===== config.mk =====
export PLATFORM = sky130hd
export DESIGN_NAME = prx_regs
export DESIGN_NICKNAME = d
export VERILOG_FILES = /design/src/prx_pkg.sv /design/src/prx_regs.sv /design/src/prx_shadow.sv
export SDC_FILE = /design/constraint.sdc
export NUM_CORES = 1
export LEC_CHECK = 0
export ABC_AREA = 0
export BUFFER_PORTS_ARGS = -buffer_cell sky130_fd_sc_hd__buf_2
export CORE_ASPECT_RATIO = 0.7
export CORE_MARGIN = 3
export CORE_UTILIZATION = 57
export CTS_BUF_LIST = sky130_fd_sc_hd__clkbuf_4
export CTS_CLUSTER_SIZE = 25
export DETAILED_ROUTE_END_ITERATION = 8
export PLACE_DENSITY = 0.95
export SYNTH_ARGS = -nofsm -noshare
export SYNTH_HDL_FRONTEND = slang
export SYNTH_SLANG_ARGS = --single-unit

===== constraint.sdc =====
create_clock -name clk_i -period 1.8 [get_ports clk_i]
set_clock_uncertainty 0.05 [all_clocks]
set_input_delay 0.09 -clock clk_i [delete_from_list [all_inputs] [get_ports clk_i]]
set_output_delay 0.09 -clock clk_i [all_outputs]
set_load 0.05 [all_outputs]

===== src/prx_pkg.sv =====
package prx_pkg;
	// register offsets
	localparam logic [7:0] ADDR_ANALOG_CONTROL = 8'h0F;
	localparam logic [7:0] ADDR_PART_IDENTIFICATION = 8'h12;
	localparam logic [7:0] ADDR_MEASUREMENT_STATUS = 8'h13;
	localparam logic [7:0] ADDR_RESULT_LOW_BYTE = 8'h18;
	localparam logic [7:0] ADDR_RESULT_HIGH_BYTE = 8'h19;
	// control field positions
	localparam int DRIVE_LSB = 6;
	localparam int DIODE_LSB = 4;
	localparam int GAIN_LSB = 2;
	// status bit positions
	localparam int STAT_SAT_BIT = 6;
	localparam int STAT_IRQ_BIT = 5;
	localparam int STAT_VALID_BIT = 1;
	// reset values
	localparam logic [7:0] CONTROL_RESET = 8'h20;
	localparam logic [15:0] RESULT_RESET = 16'h0000;
	// arbitrary neutral identification value
	localparam logic [7:0] PART_ID_DEFAULT = 8'hA5;
	// legal diode code
	localparam logic [1:0] DIODE_CH1 = 2'h2;
	// gain codes
	typedef enum logic [1:0] {
		PRX_GAIN_1X = 2'h0,
		PRX_GAIN_2X = 2'h1,
		PRX_GAIN_4X = 2'h2,
		PRX_GAIN_8X = 2'h3
	} prx_gain_t;
endpackage


===== src/prx_regs.sv =====
// What this block does
// [RQ1] analog control register at 0x0F, bits1:0 reserved
// [RQ2] bits 7:6 choose led drive strength
// [RQ3] bits 5:4 photodiode select, only 10 valid
// [RQ4] bits 3:2 choose measurement gain
// [RQ5] read-only identification register at 0x12
// [RQ6] read-only status register at 0x13
// [RQ7] status bit 6 shows saturation
// [RQ8] status bit 5 mirrors threshold interrupt
// [RQ9] status bit 1 marks completed integration
// [RQ10] 16-bit result at 0x18 low, 0x19 high
// [RQ11] low-byte read latches upper byte shadow
// [RQ12] shadow holds across later integrations
// [RQ13] host reads result as two-byte burst; prx_host does single-byte reads
// [RQ14] reduced drive bit cuts current ninefold
// [RQ15] interrupt on result outside threshold window; this block only mirrors irq_asserted_i
// [RQ16] reserved bits read zero, writes ignored
module prx_regs #(
	parameter logic [7:0] PART_ID = prx_pkg::PART_ID_DEFAULT
) (
	// clock and reset
	input wire logic clk_i,
	input wire logic reset_n_i,
	// register access from the serial bus engine
	input wire logic [7:0] reg_addr_i,
	input wire logic reg_wr_i,
	input wire logic [7:0] reg_wdata_i,
	input wire logic reg_rd_i,
	output logic [7:0] reg_rdata_o,
	// measurement engine
	input wire logic result_done_i,
	input wire logic [15:0] result_i,
	input wire logic result_sat_i,
	input wire logic irq_asserted_i,
	input wire logic reduced_drive_bit_i,
	// analog front-end controls
	output logic [1:0] led_drive_strength_o,
	output logic [1:0] photodiode_select_o,
	output logic [1:0] measure_gain_o,
	output logic drive_reduced_o,
	output logic diode_code_bad_o
);
	logic [5:0] control_q; // bits 7:2, reserved bits not stored
	logic [15:0] result_q; // latest result
	logic sat_q; // saturation flag
	logic valid_q; // integration complete flag
	logic [7:0] rdata_q; // registered read data
	logic [7:0] shadow_hi; // latched upper byte
	logic [7:0] status_w; // assembled status
	logic [7:0] rdata_d;
	logic lo_read;

	// control register write; reserved bits 1:0 dropped
	always_ff @(posedge clk_i or negedge reset_n_i) begin
		if (!reset_n_i) begin
			control_q <= prx_pkg::CONTROL_RESET[7:2];
		end else if (reg_wr_i && reg_addr_i == prx_pkg::ADDR_ANALOG_CONTROL) begin
			control_q <= reg_wdata_i[7:2]; // [RQ1] [RQ16]
		end
	end

	// result capture on each completed integration
	always_ff @(posedge clk_i or negedge reset_n_i) begin
		if (!reset_n_i) begin
			result_q <= prx_pkg::RESULT_RESET;
			sat_q <= 1'b0;
		end else if (result_done_i) begin
			result_q <= result_i; // [RQ10]
			sat_q <= result_sat_i; // [RQ7]
		end
	end

	// valid is sticky once any integration finished; writes cannot clear it
	always_ff @(posedge clk_i or negedge reset_n_i) begin
		if (!reset_n_i) begin
			valid_q <= 1'b0;
		end else if (result_done_i) begin
			valid_q <= 1'b1; // [RQ9] [RQ6]
		end
	end

	assign lo_read = reg_rd_i && reg_addr_i == prx_pkg::ADDR_RESULT_LOW_BYTE;

	// shadow loads the current upper byte; a result landing same cycle is not seen
	prx_shadow #(
		.WIDTH(8)
	) u_shadow (
		.clk_i(clk_i),
		.reset_n_i(reset_n_i),
		.load_i(lo_read), // [RQ11]
		.data_i(result_q[15:8]),
		.data_o(shadow_hi)
	);

	// status assembly, reserved bits zero; the irq level comes from the threshold logic
	always_comb begin
		status_w = 8'h00; // [RQ16]
		status_w[prx_pkg::STAT_SAT_BIT] = sat_q; // [RQ7]
		status_w[prx_pkg::STAT_IRQ_BIT] = irq_asserted_i; // [RQ8] [RQ15]
		status_w[prx_pkg::STAT_VALID_BIT] = valid_q; // [RQ9]
	end

	// read decode; unmapped offsets return zero
	always_comb begin
		case (reg_addr_i)
			prx_pkg::ADDR_ANALOG_CONTROL: rdata_d = {control_q, 2'h0}; // [RQ16]
			prx_pkg::ADDR_PART_IDENTIFICATION: rdata_d = PART_ID; // [RQ5]
			prx_pkg::ADDR_MEASUREMENT_STATUS: rdata_d = status_w; // [RQ6]
			prx_pkg::ADDR_RESULT_LOW_BYTE: rdata_d = result_q[7:0]; // [RQ10]
			prx_pkg::ADDR_RESULT_HIGH_BYTE: rdata_d = shadow_hi; // [RQ12]
			default: rdata_d = 8'h00;
		endcase
	end

	// read data registered on the read strobe, held until the next read
	always_ff @(posedge clk_i or negedge reset_n_i) begin
		if (!reset_n_i) begin
			rdata_q <= 8'h00;
		end else if (reg_rd_i) begin
			rdata_q <= rdata_d;
		end
	end

	assign reg_rdata_o = rdata_q;
	// front-end fields
	assign led_drive_strength_o = control_q[prx_pkg::DRIVE_LSB-2 +: 2]; // [RQ2]
	assign photodiode_select_o = control_q[prx_pkg::DIODE_LSB-2 +: 2]; // [RQ3]
	assign measure_gain_o = control_q[prx_pkg::GAIN_LSB-2 +: 2]; // [RQ4]
	// analog divides current by nine when set
	assign drive_reduced_o = reduced_drive_bit_i; // [RQ14]
	// flags a reserved diode code written by the host
	assign diode_code_bad_o = control_q[prx_pkg::DIODE_LSB-2 +: 2] != prx_pkg::DIODE_CH1; // [RQ3]
endmodule


===== src/prx_shadow.sv =====
// holding register for the upper result byte
module prx_shadow #(
	parameter int WIDTH = 8
) (
	// clock and reset
	input wire logic clk_i,
	input wire logic reset_n_i,
	// capture
	input wire logic load_i,
	input wire logic [WIDTH-1:0] data_i,
	// held value
	output logic [WIDTH-1:0] data_o
);
	logic [WIDTH-1:0] held_q;

	// captured only on low-byte reads, so new results cannot tear the pair
	always_ff @(posedge clk_i or negedge reset_n_i) begin
		if (!reset_n_i) begin
			held_q <= '0;
		end else if (load_i) begin
			held_q <= data_i; // [RQ11]
		end
	end

	assign data_o = held_q; // [RQ12]
endmodule

==> flow_summary.yaml <==
logic_synthesis:
  syn_avg_cell_area_sq_um: 12.8
  syn_area_sq_um: 1840
  yosys_warnings: 0
  synth_cells: 144
  ys_seq_area_share_pct: 54.4
  synth_cell_types: 34
  synthesis.nets: 184
  ys_seq_elements: 40
route:
  routedWlPerCell_um: 17.8
  drt_wl_total_mm: 4.57
  wl_met1_mm: 1.77
  topRoutingLayerUsed: "met4"
  drc: 0
  wl_met3_um: 289
  vias: 1468
  drtAntennaViolNets: 0
  avgViaCountPerCell: 5.71
  wl_met2_mm: 2.38
  drt_pass1_iterations: 4
  drt_iter0_markers: 115
critical_path:
  cp_slowest_cell: "dlygate4sd3_1"
  critPathBufInv: 3
  reg2regPathDepth: 4
  path_max_fanout: 9
  required_ns: 1.99
  rr_startpoint: "result_q[5]"
  cp-start-kind: "input port"
  path_depth: 6
  crit_path_max_incr_delay_ns: 0.53
  path_delay_family: "buffers and inverters"
  crit_chain: "dlygate4sd3_1 > buf_2 > nand2_1 > nor4_4 > buf_4 > mux2_2"
  r2r_end: "reg_rdata_o[5]"
  critPathArrivalTime_ns: 1.78
  ff2ff_setup_slack_ns: 0.53
  criticalPathCategory: "in2reg"
  endpoint_kind: "flop"
place:
  dp_hpwl_mm: 3.02
  place_congestion: 0.910
  numPlacedInstances: 224
  io_buffers: 51
timing:
  slew_violations: 0
  period_needed_ns: 1.59
  relSlewSlack_pct: 43.3
  rsz0062_at_grt: "no"
  timing.fmax_ghz: 0.629
  hold_viol: 0
  tightest_slew_ns: 0.851
  finalSetupTns_ns: 0
  final-setup-viol-count: 0
  period_share_pct: 88.3
clocking:
  clk_latency_ns: 0.35
  tritoncts: "built"
  htree_num_levels: 2
  postCtsSetupBuffers: 0
  cts_num_sinks: 40
  cts_inserted_buffers: 5
  cts_buffer_depth: 2
  path_clk_slew_ns: 0.11
  cts.repair.resized: 0
  cts_root_buf: "clkbuf_4"
global_route:
  grt.overflow.total: 0
  grt_max_degree: 41
  grt_pass1_wl_mm: 7.36
  grt_pass1_vias: 1553
  grt_usage_pct: 25.9
  antenna_found_initial: 0
flow_run:
  maxCapViolations: 0
die:
  die_h_um: 53.6
  io_pins: 56
  dieArea_sq_um: 3960
  fp-row-count: 16
  initial_core_util_pct: 62.6
  coreArea_sq_um: 2940
  die_x_um: 74.0
min_path:
  holdCritPathClass: "in2out"
  hold_depth: 0
  hp-start: "reduced_drive_bit_i"
  min_to: "drive_reduced_o"
cells_and_area:
  nNetsFinal: 260
  final_cells: 257
  num_antenna_cells: 0
  drive_gt1_share_pct: 45.2
  areaGrowthSynthToFinish_pct: 32.6
pwr:
  total_leakage_power_nw: 1.13
  irDropWorstVdd_uv: 696
  powerDensity_nw_per_um2: 749
status:
  run_status: "finished, final reports clean"
cells in the final DEF (no fill, tap or decap):
master,instances
buf_2,51
dfrtp_1,39
mux2_2,33
dlygate4sd3_1,25
inv_1,9
o22ai_1,8
nand2_1,5
clkbuf_4,5
nand2b_1,4
nand4b_1,4
a21oi_1,4
a22oi_1,3
buf_4,3
nand4bb_1,2
a31oi_1,2
nor2_1,2
o32a_1,2
clkinv_1,2
nor3_2,1
nor4_4,1
nor3_4,1
and2b_1,1
nor2b_1,1
o21ba_2,1
o21bai_2,1
or4bb_1,1
or3b_1,1
nand3b_1,1
a41oi_1,1
a22o_1,1
a211o_1,1
o21ai_0,1
and3_1,1
or2_2,1
bufinv_16,1
dfstp_2,1
flip-flops by register name (all words and copies together), names as in the netlist:
signal           flops
control_q            6
reg_rdata_o          8
result_q            16
sat_q                1
u_shadow.data_o      8
valid_q              1
timing repair:
action,CTS,global route
hold buffers,25,0
endpoints found under the hold margin,67,0
setup endpoints to repair,0,0
metrics by stage:
step                      utilization (%)  setup WS, ns  area (sq um)  hold slack (ns)  power [W]
after floorplan                         -         0.401          1840           -0.256    0.00114
final                                83.0         0.210          2440            0.130    0.00183
after detailed placement             72.0         0.239          2120            0.131    0.00123
after CTS                            83.0         0.214          2440            0.131    0.00183
after global routing                 83.0         0.185          2440            0.130    0.00191
after global placement               72.0         0.339          2120            0.131    0.00121
worst max path at each step:
stage          slack [ns]           from                  to
6_report             0.21       reg_rd_i  u_shadow.data_o[3]
3_3_place_gp         0.34  reg_addr_i[5]  u_shadow.data_o[5]
2_1_floorplan        0.40   control_q[5]      reg_rdata_o[7]
5_1_grt              0.18       reg_rd_i  u_shadow.data_o[2]
3_5_place_dp         0.24  reg_addr_i[1]        control_q[5]
4_1_cts              0.21       reg_rd_i  u_shadow.data_o[3]
cell families (layout without fill, tap and decap cells):
kind of cell           count (synthesis)  after routing  synth area share, %
AOI/OAI and AO/OA                     25             25                 9.64
and+or+nand+nor                       27             27                 11.4
buffers and inverters                 19             96                 4.41
muxes                                 33             33                 20.2
DFF                                   40             40                 54.4
routing by layer:
metal  track usage, %  vias up
met2             45.9       59
met3             7.09       17
li1                 -      675
met5                0        -
met1             30.3      717
met4             9.94        0
where the power goes:
group / leakage [nW] / internal (W) / switching [W]
Combinational: 0.585 / 0.000139 / 0.000131
Clock: 0.0403 / 0.000284 / 0.000289
Sequential: 0.509 / 0.000953 / 0.0000348
area by class of cell:
cell class | instances | area [sq um]
Fill cell | 163 | 499
Multi-Input combinational cell | 85 | 759
Tap cell | 36 | 45.0
Clock buffer | 5 | 37.5
Clock inverter | 3 | 37.5
Timing Repair Buffer | 79 | 528
Sequential cell | 40 | 1000
Inverter | 9 | 33.8
cell usage after synthesis:
cell type,instances,area [sq um]
dfrtp_1,39,976
nand2b_1,4,25.0
o21ba_2,1,10.0
buf_1,1,3.75
o22ai_1,8,50.1
buf_2,5,25.0
nor4_4,1,21.3
dfstp_2,1,26.3
and3_1,1,6.26
a31oi_1,2,12.5
o21bai_2,1,11.3
nor2_1,2,7.51
nand3b_1,1,7.51
a22o_1,1,8.76
mux2_2,33,372
or4bb_1,1,11.3
inv_1,9,33.8
or2_2,1,6.26
nor3_4,1,16.3
clkbuf_1,3,11.3
nand2_1,5,18.8
o21ai_0,1,5.00
o32a_1,2,20.0
nor2b_1,1,6.26
a22oi_1,3,22.5
a211o_1,1,8.76
a21oi_1,4,20.0
nor3_2,1,10.0
nand4b_1,4,35.0
a41oi_1,1,8.76
or3b_1,1,8.76
nand4bb_1,2,22.5
and2b_1,1,7.51
buf_4,1,7.51
(Power assumes the default switching activity.)
